--- src/include/gpev_defs.vh ---
// constants for the gpio pin event and power gating block
`ifndef GPEV_DEFS_VH
`define GPEV_DEFS_VH
`define GPEV_NPINS 8
`define GPEV_ADDR_W 12
// register byte offsets
`define GPEV_OFF_EVCFG 12'h000
`define GPEV_OFF_PWCFG 12'h004
`define GPEV_OFF_STAT 12'h008
`define GPEV_OFF_MASK 12'h00c
`define GPEV_OFF_PIN 12'h010
`define GPEV_OFF_PADEN 12'h014
// event config: 4 bits per pin, bit 3 edge enable, bits 2:0 detect
`define GPEV_EVW 4
`define GPEV_EV_LOW 4'h0
`define GPEV_EV_HIGH 4'h1
`define GPEV_EV_OFF 4'h4
`define GPEV_EV_RISE 4'hd
`define GPEV_EV_FALL 4'he
`define GPEV_EV_BOTH 4'hf
`define GPEV_EVCFG_RST 32'h0000_0000
// power config: 4 bits per pin, bits 1:0 gate select, bits 3:2 pull
`define GPEV_PWW 4
`define GPEV_PG_MAIN 2'h0
`define GPEV_PG_UNPWR 2'h2
`define GPEV_PULL_NONE 2'h0
`define GPEV_PULL_UP 2'h1
`define GPEV_PULL_DOWN 2'h2
`define GPEV_PWCFG_RST 32'h0000_0000
`define GPEV_ZERO8 8'h00
`define GPEV_ZERO32 32'h0000_0000
`endif

--- src/design/gpev_top.v ---
// gpio pin event detection, power-well emulation and pull select
//
// What this block does
// - one edge-enable bit per pin; 0 disables, 1 enables edge detection.
// - detect field with edge-enable chooses the condition raising a pin event.
// - codes 0000 low,0001 high,0100 off,1101 rise,1110 fall,1111 either.
// - event input path stays live when the pin runs an alternate function.
// - analog alternate function pins need not detect pin activity.
// - pin tristates whenever its selected power well is off.
// - every pin gets power gating unless marked as an exception.
// - gate code 00 tristates output while main rail power good is low.
// - gate code 10 tristates, disables in and out, lowest power; 11 reserved.
// - battery-rail pins stay powered; no emulation whatever the field.
// - two-bit pull select per pin drives pull-up or pull-down enable.
// - pull code 00 enables no pull resistor.
// - pull code 01 enables the internal pull-up.
`include "gpev_defs.vh"
module gpev_top #(
  // pins powered from the battery rail, never gated
  parameter [7:0] BATTERY_PINS = 8'h00,
  // pins with an analog alternate function
  parameter [7:0] ANALOG_PINS = 8'h00,
  // pins exempt from power gating
  parameter [7:0] NOGATE_PINS = 8'h00
) (
  // clock and reset
  input wire pclk,
  input wire presetn,
  // apb slave
  input wire psel,
  input wire penable,
  input wire pwrite,
  input wire [11:0] paddr,
  input wire [31:0] pwdata,
  output reg [31:0] prdata,
  output wire pready,
  output wire pslverr,
  // power status and alternate function select
  input wire main_rail_power_good,
  input wire [7:0] analog_sel,
  // pads
  input wire [7:0] pad_in,
  input wire [7:0] pad_out,
  output wire [7:0] pad_oe_n,
  output wire [7:0] pad_in_en,
  output wire [7:0] pad_low_power,
  output wire [7:0] pad_pull_up,
  output wire [7:0] pad_pull_down,
  output wire [7:0] pad_dout,
  // events
  output wire [7:0] pin_event,
  output wire irq
);
  reg [31:0] evcfg_ff;
  reg [31:0] pwcfg_ff;
  reg [7:0] stat_ff;
  reg [7:0] mask_ff;
  reg [7:0] paden_ff;
  reg [31:0] nxt_prdata;
  wire [7:0] pin_sync;
  wire [7:0] ev_raw;
  wire [7:0] gated;
  wire [7:0] unpwr;
  wire wr_en;
  wire rd_en;
  wire addr_ok;

  // apb handshake: zero wait state, error on unmapped address
  assign wr_en = psel & penable & pwrite;
  assign rd_en = psel & ~pwrite & ~penable;
  assign pready = 1'b1;
  assign addr_ok = (paddr == `GPEV_OFF_EVCFG) | (paddr == `GPEV_OFF_PWCFG) |
    (paddr == `GPEV_OFF_STAT) | (paddr == `GPEV_OFF_MASK) |
    (paddr == `GPEV_OFF_PIN) | (paddr == `GPEV_OFF_PADEN);
  assign pslverr = psel & penable & ~addr_ok;

  // configuration registers
  always @(posedge pclk or negedge presetn)
  begin
    if (!presetn)
    begin
      evcfg_ff <= `GPEV_EVCFG_RST;
      pwcfg_ff <= `GPEV_PWCFG_RST;
      mask_ff <= `GPEV_ZERO8;
      paden_ff <= `GPEV_ZERO8;
    end
    else if (wr_en)
    begin
      if (paddr == `GPEV_OFF_EVCFG)
        evcfg_ff <= pwdata;
      if (paddr == `GPEV_OFF_PWCFG)
        pwcfg_ff <= pwdata;
      if (paddr == `GPEV_OFF_MASK)
        mask_ff <= pwdata[7:0];
      if (paddr == `GPEV_OFF_PADEN)
        paden_ff <= pwdata[7:0];
    end
  end

  // per-pin datapath
  genvar i;
  generate
    for (i = 0; i < `GPEV_NPINS; i = i + 1)
    begin : g_pin
      wire [1:0] pg_sel;
      wire [1:0] pull_sel;
      wire gate_ok;
      wire off_main;
      // power_gate_select and pull_resistor_select fields
      assign pg_sel = pwcfg_ff[i*`GPEV_PWW +: 2];
      assign pull_sel = pwcfg_ff[i*`GPEV_PWW + 2 +: 2];
      // battery pins and exempt pins skip emulation
      assign gate_ok = ~BATTERY_PINS[i] & ~NOGATE_PINS[i];
      assign unpwr[i] = gate_ok & (pg_sel == `GPEV_PG_UNPWR);
      assign off_main = gate_ok & (pg_sel == `GPEV_PG_MAIN) &
        ~main_rail_power_good;
      assign gated[i] = unpwr[i] | off_main;
      // output enable low means driving
      assign pad_oe_n[i] = ~paden_ff[i] | gated[i];
      assign pad_in_en[i] = ~unpwr[i];
      assign pad_low_power[i] = unpwr[i];
      // pulls off in lowest-power state
      assign pad_pull_up[i] = (pull_sel == `GPEV_PULL_UP) & ~unpwr[i];
      assign pad_pull_down[i] = (pull_sel == `GPEV_PULL_DOWN) &
        ~unpwr[i];
      // input path independent of mux select, so alt functions still
      // raise events; analog inputs are masked to avoid chatter
      gpev_sync u_sync (
        .pclk(pclk),
        .presetn(presetn),
        .d_in(pad_in[i]),
        .q_out(pin_sync[i])
      );
      gpev_detect u_det (
        .pclk(pclk),
        .presetn(presetn),
        .ev_code(evcfg_ff[i*`GPEV_EVW +: `GPEV_EVW]),
        .in_en(~unpwr[i] & ~(ANALOG_PINS[i] & analog_sel[i])),
        .pin_sync(pin_sync[i]),
        .event_out(ev_raw[i])
      );
    end
  endgenerate

  // output data registered so the pad sees clean levels
  reg [7:0] dout_ff;
  always @(posedge pclk or negedge presetn)
  begin
    if (!presetn)
      dout_ff <= `GPEV_ZERO8;
    else
      dout_ff <= pad_out & ~unpwr;
  end
  assign pad_dout = dout_ff;
  assign pin_event = ev_raw;

  // sticky status, write one to clear; a new event wins over the clear
  always @(posedge pclk or negedge presetn)
  begin
    if (!presetn)
      stat_ff <= `GPEV_ZERO8;
    else if (wr_en && paddr == `GPEV_OFF_STAT)
      stat_ff <= (stat_ff & ~pwdata[7:0]) | ev_raw;
    else
      stat_ff <= stat_ff | ev_raw;
  end
  assign irq = |(stat_ff & mask_ff);

  // read mux, captured in setup phase; reserved bits read zero
  always @*
  begin
    nxt_prdata = `GPEV_ZERO32;
    case (paddr)
      `GPEV_OFF_EVCFG: nxt_prdata = evcfg_ff;
      `GPEV_OFF_PWCFG: nxt_prdata = pwcfg_ff;
      `GPEV_OFF_STAT: nxt_prdata[7:0] = stat_ff;
      `GPEV_OFF_MASK: nxt_prdata[7:0] = mask_ff;
      `GPEV_OFF_PIN: nxt_prdata[7:0] = pin_sync;
      `GPEV_OFF_PADEN: nxt_prdata[7:0] = paden_ff;
      default: nxt_prdata = `GPEV_ZERO32;
    endcase
  end

  always @(posedge pclk or negedge presetn)
  begin
    if (!presetn)
      prdata <= `GPEV_ZERO32;
    else if (rd_en)
      prdata <= nxt_prdata;
  end
endmodule // gpev_top

--- src/design/gpev_sync.v ---
// two-flop synchroniser for one pad input
module gpev_sync (
  // clock and reset
  input wire pclk,
  input wire presetn,
  // data
  input wire d_in,
  output wire q_out
);
  reg meta_ff;
  reg sync_ff;

  // first flop feeds only the second one
  always @(posedge pclk or negedge presetn)
  begin
    if (!presetn)
    begin
      meta_ff <= 1'b0;
      sync_ff <= 1'b0;
    end
    else
    begin
      meta_ff <= d_in;
      sync_ff <= meta_ff;
    end
  end

  assign q_out = sync_ff;
endmodule // gpev_sync

--- src/design/gpev_detect.v ---
// per-pin event detector: level or edge, selected by a 4-bit code
`include "gpev_defs.vh"
module gpev_detect (
  // clock and reset
  input wire pclk,
  input wire presetn,
  // configuration and input
  input wire [3:0] ev_code,
  input wire in_en,
  input wire pin_sync,
  // event
  output wire event_out
);
  reg prev_ff;
  reg hit;

  // previous synchronised sample for edge compare
  always @(posedge pclk or negedge presetn)
  begin
    if (!presetn)
      prev_ff <= 1'b0;
    else
      prev_ff <= pin_sync;
  end

  // decode; reserved codes raise nothing
  always @*
  begin
    case (ev_code)
      `GPEV_EV_LOW: hit = ~pin_sync;
      `GPEV_EV_HIGH: hit = pin_sync;
      `GPEV_EV_RISE: hit = pin_sync & ~prev_ff;
      `GPEV_EV_FALL: hit = ~pin_sync & prev_ff;
      `GPEV_EV_BOTH: hit = pin_sync ^ prev_ff;
      default: hit = 1'b0;
    endcase
  end

  // unpowered input path gives no events
  assign event_out = hit & in_en;
endmodule // gpev_detect

--- config.mk ---
export PLATFORM = sky130hd
export DESIGN_NAME = gpev_top
export DESIGN_NICKNAME = d
export VERILOG_FILES = /design/src/design/gpev_top.v /design/src/design/gpev_sync.v /design/src/design/gpev_detect.v
export VERILOG_INCLUDE_DIRS = /design/src /design/src/include
export SDC_FILE = /design/constraint.sdc
export NUM_CORES = 1
export LEC_CHECK = 0
export BUFFER_PORTS_ARGS = -buffer_cell sky130_fd_sc_hd__buf_2
export CAP_MARGIN = 20
export CORE_UTILIZATION = 50
export CTS_CLUSTER_DIAMETER = 120
export DETAILED_ROUTE_END_ITERATION = 7
export MAX_ROUTING_LAYER = met4
export PLACE_DENSITY = 0.75
export SETUP_SLACK_MARGIN = 0.4
export SLEW_MARGIN = 20
export SYNTH_ARGS = -nofsm -noshare
export SYNTH_HDL_FRONTEND = slang
export SYNTH_SLANG_ARGS = --single-unit
--- constraint.sdc ---
create_clock -name pclk -period 1.5 [get_ports pclk]
set_input_delay 0 -clock pclk [delete_from_list [all_inputs] [get_ports pclk]]
set_output_delay 0 -clock pclk [all_outputs]
set_load 0.02 [all_outputs]
==> key figures, run 1 <==
Worst setup path
  • CP Cell Sequence: nor3_1 > o21a_1 > a31oi_2 > nor2_1 > buf_4
  • Worst R2R Setup Slack: -0.29 ns
  • Setup CP Type: reg2out
  • Worst Setup SP: evcfg_ff[5]
  • Worst EP required: 1.50 ns
  • Worst reg2reg path endpoint: stat_ff[7]
  • CP Capture Type: output pin
  • Slowest CP cell: dfrtp_1
  • Worst Path Max Fanout: 6
  • Critical Path Start Type: register
  • Worst path max stage delay: 0.47 ns
  • RR Startpoint: g_pin[7].u_sync.q_out
  • R2R cell count: 10
  • Arrival time worst endpoint: 1.93 ns

Synthesis
  • Avg Cell Area, Syn: 11.8 µm²
  • Post-synth top cells: dfrtp_1, mux2_2, nand2_1
  • Async S/R FF share, synth: 1.00
  • Post-synth EDFFs: 0
  • Top area cells in the synthesized netlist: dfrtp_1, mux2_2, mux2i_1, nand2_1, ha_1
  • Register area share after synthesis: 0.534
  • Synthesis-stage register bit count: 152
  • Share of the synthesized area in the top cell type: 0.534
  • Top_reg_cell synth: dfrtp_1
  • Syn nets: 693
  • Cell Area, Synth: 7130 µm²
  • Unique masters post-synth: 42
  • Synth Warn #: 0
  • Most common cell in the synthesized netlist: dfrtp_1
  • Synth Instances: 603
  • Area leader, netlist: dfrtp_1

Clock tree
  • Clock slew at reported path FFs: 0.06 ns
  • CTS tree: yes
  • Inserted Clock Buffers: 17
  • Clock sinks: 152
  • Htree depth: 4
  • Clock Root Buffer: clkbuf_16
  • Worst-Skew Late Latency: 0.43 ns
  • CTS max path bufs: 2

Floorplan
  • Initial Util: 0.513
  • Die W: 121 µm
  • Die area: 14700 µm²
  • Core Region: 13900 µm²
  • Row cnt: 43
  • Die height: 121 µm
  • I/O pins: 165

Place
  • Routability congestion estimate from global placement: 0.864
  • Placed Cells: 923
  • Placed Area: 8300 µm²
  • IO buf count: 155
  • Placement Setup Slack: -0.237 ns
  • Dpl hpwl: 12200 µm

Global route
  • Global route overflow: 0
  • Global-route wire length before repair: 36600 µm
  • Gr usage total: 0.347
  • Vias in the first global route: 6571
  • Initial antenna violation count: 0
  • Largest net degree at the start of global routing: 53

Power and ir drop
  • PwrDens: 799 nW/µm²
  • Worst-case vdd ir drop: 0.688 mV
  • Leak Pwr: 0.00582 µW

Finish
  • Fill count: 601
  • Layout cells sized above 1: 0.600
  • Synth-to-layout area growth: 63.0%
  • Final core occ: 0.837
  • Ant. Diodes: 0
  • Post-route cell area: 11600 µm²
  • Fin cells: 1089
  • NumNets Final: 987

STA
  • Setup ws final: -0.432 ns
  • Crit share post-route: 1.29
  • Max Freq: 518 MHz
  • Final setup viols: 14
  • Clock skew: 0.00813 ns
  • Final hold vios: 0
  • Final max-slew violation count: 0
  • Total negative slack: -2.63 ns
  • Fin crit period: 1.93 ns
  • RSZ-0062 raised after global routing: yes

Route
  • 1st-pass router iterations: 7
  • Final ANT Viol Nets: 0
  • DR vias: 6687
  • Starting DRT DRC Count: 562
  • DRC viols: 0
  • Via-to-Cell Ratio: 6.14
  • Total Wirelength: 28100 µm
  • Wire per inst: 25.8 µm

Run status
  • Failing checks: setup timing
  • Status: finished with violations

Job
  • MaxCap Viol Count: 0

Min path
  • Min-Delay Path Class: in2async
-- worst max path at each step --
stage	end	cells past startpoint
floorplan	prdata[22]	6
global placement	paden_ff[0]	5
detailed placement	stat_ff[6]	5
CTS	pin_event[6]	7
global route	pin_event[1]	5
finish	pin_event[1]	5
-- layout by cell type, fill, tap and decap left out, types with 7 or more instances in the layout --
cell / instances
o21ai_2: 36
nor2b_4: 8
buf_6: 74
nand2_2: 10
ha_1: 7
mux2_4: 70
buf_16: 7
dlygate4sd3_1: 49
nor3b_2: 14
nor2b_1: 7
inv_2: 14
dfrtp_1: 141
o21ai_1: 12
mux4_2: 8
buf_4: 69
ha_4: 9
mux2_2: 10
inv_1: 15
mux2i_1: 32
nand2_1: 54
clkbuf_16: 18
nor2_1: 9
dfrtp_2: 11
buf_12: 11
o211ai_1: 8
buf_2: 98
-- layer usage --
layer,vias to the layer above,GRT usage,share of wire
met3,159,0.0738,0.085
met2,499,0.536,0.48
met4,0,0.201,0.062
li1,2691,-,-
met1,3338,0.424,0.37
met5,-,-,0
-- area by class of cell --
type	instances	area (µm²)	share of cell area
timing repair buffer	313	2830	0.244
multi-input combinational	381	4050	0.348
clock inverter	9	100	0.00862
inverter	32	134	0.0115
tap	180	225	0.0194
sequential	152	3820	0.329
clock buffer	22	464	0.0400
-- power by group --
part / switching [µW] / leakage [µW] / internal, µW
clock network: 1680 / 0.000276 / 2510
logic: 460 / 0.00355 / 435
registers: 45.7 / 0.00200 / 4150
-- kinds of logic (layout without fill, tap and decap cells) --
group / after synthesis / in the layout / share of synthesized area
other: 1 / 1 / 0.000526
buffers and inverters: 70 / 376 / 0.0506
adder cells (fa/ha/maj): 16 / 16 / 0.0281
XOR/XNOR: 3 / 3 / 0.00369
multiplexers: 120 / 120 / 0.197
AO/OA/AOI/OAI: 90 / 90 / 0.0753
flip-flops: 152 / 152 / 0.534
AND/OR/NAND/NOR: 151 / 151 / 0.111
-- critical path, delay by kind of cell, from the launching register on --
family	cells	cell delay, ns
simple gates	2	0.53
compound gates	2	0.34
buf+inv	1	0.17
flops	1	0.47
-- state kept, by name, indices dropped and copies added, names as in the netlist --
signal	count
evcfg_ff	32
prdata	32
pwcfg_ff	32
g_pin.u_det.prev_ff	8
g_pin.u_sync.meta_ff	8
g_pin.u_sync.q_out	8
mask_ff	8
pad_dout	8
paden_ff	8
stat_ff	8
-- per-stage QoR --
step	power (µW)	hold WS, ns
finish	9290	0.0570
floorplan	4490	-0.296
global route	9530	0.0840
detailed placement	4780	-0.0613
CTS	9040	0.0601
global placement	4760	-0.0693
-- repair_timing --
item	in CTS	in global routing
hold buffers	49	0
pin swaps	44	51
buffers inserted	55	24
gates cloned	6	1
gates resized for setup	260	127
endpoints found under the setup margin	161	170
hold endpoints to repair	256	0
(Power assumes the default switching activity.)
==> run 2, diff against run 1 <==
- ABC_AREA: unset -> 1
- PLACE_DENSITY: 0.75 -> 0.74
- clock period: 1.5 -> 2.06 ns (I/O delays scaled with it)
==> key figures, run 2 <==
Run status
  • Status: finished with violations
  • Failing checks: DRC

Finish
  • Ant. Diodes: 0 (unchanged)
  • Final core occ: 0.672 (-0.165)
  • Register Area: 3810 µm² (-0.26%)
  • Commonest non-fill, non-tap cells in the layout: dfrtp_1, buf_2, nand2_1
  • Layout cells sized above 1: 0.261 (-0.339)
  • Fill count: 1207 (+100%)
  • Commonest non-fill, non-tap cell in the layout: dfrtp_1
  • Fin cells: 1327 (+22%)
  • NumNets Final: 1221 (+24%)
  • Area occupied by multi-input gates: 3000 µm² (-26%)
  • Largest registers: evcfg_ff x32, prdata x32, pwcfg_ff x32
  • Synth-to-layout area growth: 30.1%

Global route
  • Global-route wire length before repair: 32300 µm (-12%)
  • Global route overflow: 0 (unchanged)
  • Gr usage total: 0.271 (-0.0760)
  • Met3 Track Usage GR: 0.0578 (-0.0160)
  • GRT busiest layer: met2
  • Met2 usage: 0.438 (-0.0978)
  • Routing usage on met1: 0.343 (-0.0804)
  • Largest net degree at the start of global routing: 55 (+3.8%)
  • Initial antenna violation count: 0 (unchanged)
  • Vias in the first global route: 6473 (-1.5%)

Worst setup path
  • Worst path max stage delay: 0.42 ns (-0.05 ns)
  • Worst reg2reg path endpoint: stat_ff[5]
  • Worst EP required: 2.06 ns (+0.56 ns)
  • Arrival time worst endpoint: 1.74 ns (-0.19 ns)
  • CP Cell Sequence: inv_1 > ha_1 > nand3_2 > nand2_1 > o21ai_2 > inv_2 > nor2_4 > buf_6
  • RR Startpoint: g_pin[5].u_det.prev_ff
  • R2R cell count: 10 (unchanged)
  • CP Capture Type: output pin
  • Buf/Inv on CP: 3 (+2)
  • Setup CP Type: reg2out
  • Critical Path Start Type: register
  • Worst Path Max Fanout: 2 (-4)
  • Top delay family on crit path: flip-flops
  • Slowest CP cell: dfrtp_1
  • Worst R2R Setup Slack: 0.42 ns (+0.71 ns)

STA
  • Actual slew at the worst max-slew pin: 0.519 ns
  • Max Freq: 573 MHz
  • Final max-slew violation count: 0 (unchanged)
  • Setup ws final: 0.316 ns (+0.748 ns)
  • Final hold vios: 0 (unchanged)
  • Fin crit period: 1.74 ns
  • Clock skew: 0.00781 ns (-0.000317 ns)
  • Worst slew margin: 0.653
  • Total negative slack: 0 ns (+2.63 ns)
  • Final setup viols: 0 (-14)
  • RSZ-0062 raised after global routing: yes
  • Crit share post-route: 0.847

Power and ir drop
  • Worst-case vdd ir drop: 0.509 mV (-26%)
  • PwrDens: 745 nW/µm² (-6.8%)
  • Leak Pwr: 0.00529 µW (-9.0%)

Synthesis
  • Share of the synthesized area in the top cell type: 0.502 (-0.0313)
  • Post-synthesis simple-gate area fraction: 0.217 (+0.105)
  • Avg Cell Area, Syn: 8.27 µm² (-30%)
  • Top area cells in the synthesized netlist: dfrtp_1, nand2_1, inv_1, nor2_1, o21ai_0
  • Post-synth top cells: dfrtp_1, nand2_1, inv_1
  • Synth Area in XOR/XNOR: 0.00347 (-0.000216)
  • Unique masters post-synth: 34 (-19%)
  • Synth Warn #: 0 (unchanged)
  • Post-Synth Adder-Cell Area: 0.0264 (-0.00165)
  • Most common cell in the synthesized netlist: dfrtp_1
  • Synth Instances: 915 (+52%)
  • Async S/R FF share, synth: 1.00 (unchanged)
  • Cell Area, Synth: 7570 µm² (+6.2%)
  • Register area share after synthesis: 0.502 (-0.0313)
  • Post-synthesis compound-gate area fraction: 0.135 (+0.0595)
  • Post-synth EDFFs: 0 (unchanged)
  • Area leader, netlist: dfrtp_1
  • Multiplexer share of the synthesized area: 0 (-0.197)
  • Syn nets: 1005 (+45%)
  • Top_reg_cell synth: dfrtp_1
  • Combinational family with the most area after synthesis: simple AND/OR/NAND/NOR gates
  • Synthesis-stage register bit count: 152 (unchanged)

Clock tree
  • CTS max path bufs: 2 (unchanged)
  • Inserted Clock Buffers: 17 (unchanged)
  • Worst-Skew Late Latency: 0.43 ns (about the same)
  • CTS tree: yes
  • Clock Root Buffer: clkbuf_16
  • Htree depth: 4 (unchanged)
  • Clock sinks: 152 (unchanged)
  • Clock slew at reported path FFs: 0.06 ns (about the same)

Route
  • Wire per inst: 15.1 µm (-42%)
  • Final ANT Viol Nets: 0 (unchanged)
  • Total Wirelength: 20000 µm (-29%)
  • DR vias: 6827 (+2.1%)
  • 1st-pass router iterations: 7 (unchanged)
  • Via-to-Cell Ratio: 5.14 (-16%)
  • DRC viols: 18 (+18)
  • Starting DRT DRC Count: 501 (-11%)

Place
  • Placed Cells: 1223 (+33%)
  • Placement Setup Slack: 0.416 ns (+0.653 ns)
  • Routability congestion estimate from global placement: 0.824 (-4.6%)
  • Dpl hpwl: 13100 µm (+7.9%)
  • IO buf count: 155 (unchanged)

Floorplan
  • Die height: 125 µm (+3.0%)
  • Die W: 125 µm (+3.0%)
  • Core Region: 14600 µm² (+5.5%)
  • I/O pins: 165 (unchanged)
  • Initial Util: 0.517 (+0.00358)
  • Die area: 15600 µm² (+6.1%)
  • Row cnt: 44 (+2.3%)

Min path
  • Hold_sp: penable
  • Min-Delay Path Class: in2reg
  • Worst hold path cell count: 5
  • Hold Path End: prdata[15]

Job
  • MaxCap Viol Count: 0 (unchanged)
[run 2: logic make-up (layout without fill, tap and decap cells)]
logic type | after synthesis | after routing
XOR/XNOR | 3 | 3
buffers and inverters | 190 | 418
adder cells (fa/ha/maj) | 16 | 16
AND/OR/NAND/NOR | 381 | 381
other | 1 | 1
AO/OA/AOI/OAI | 172 | 172
flip-flops | 152 | 152
[run 2: layer usage]
layer  routed length (µm)  vias to the layer above
li1                     -                     3316
met1                 8660                     3236
met2                 9810                      245
met3                 1210                       30
met4                  334                        0
met5                    0                        -
[run 2: tightest hold or removal path, stage by stage]
cell and delay, ns:
buf_2 0.10, nor3_2 0.06, inv_1 0.07, buf_4 0.17
a21oi_1 0.08
[run 2: repair_timing]
| item | in CTS | in global routing |
|---|---|---|
| hold buffers | 49 | 0 |
| pin swaps | 6 | 11 |
| endpoints found under the setup margin | 10 | 11 |
| resized for setup | 29 | 18 |
| setup buffers | 15 | 9 |
| hold endpoints to repair | 213 | 0 |
[run 2: worst max-delay path by stage]
stage	start	slack, ns	endpoint	cells past startpoint
after CTS	g_pin[1].u_sync.q_out	0.30	pin_event[1]	7
after global routing	g_pin[5].u_det.prev_ff	0.20	pin_event[5]	8
after detailed placement	paddr[7]	0.42	pwcfg_ff[15]	8
after floorplan	pwcfg_ff[28]	0.81	stat_ff[7]	4
final	g_pin[5].u_det.prev_ff	0.32	pin_event[5]	8
after global placement	paddr[9]	0.44	pwcfg_ff[23]	8
[run 2: final cells by class]
| type | instances | share of cell area |
|---|---|---|
| Multi-Input combinational cell | 573 | 0.305 |
| Tap cell | 184 | 0.0234 |
| Clock buffer | 24 | 0.0510 |
| Clock inverter | 7 | 0.0117 |
| Timing Repair Buffer | 246 | 0.169 |
| Sequential cell | 152 | 0.387 |
| Inverter | 141 | 0.0538 |
[run 2: through the flow]
step,hold slack [ns],cell area (µm²),power [µW]
3_3_place_gp,-0.00517,8410,3960
4_1_cts,0.0643,9720,7330
2_1_floorplan,-0.296,7570,3640
6_report,0.0818,9850,7340
5_1_grt,0.0895,9850,7610
3_5_place_dp,-0.00290,8410,3980
[run 2: where the power goes]
| group | total (µW) | internal [µW] | switching (µW) |
|---|---|---|---|
| Sequential | 3200 | 3120 | 79.2 |
| Clock | 3250 | 2060 | 1200 |
| Combinational | 883 | 376 | 507 |
| Total | 7340 | 5550 | 1780 |
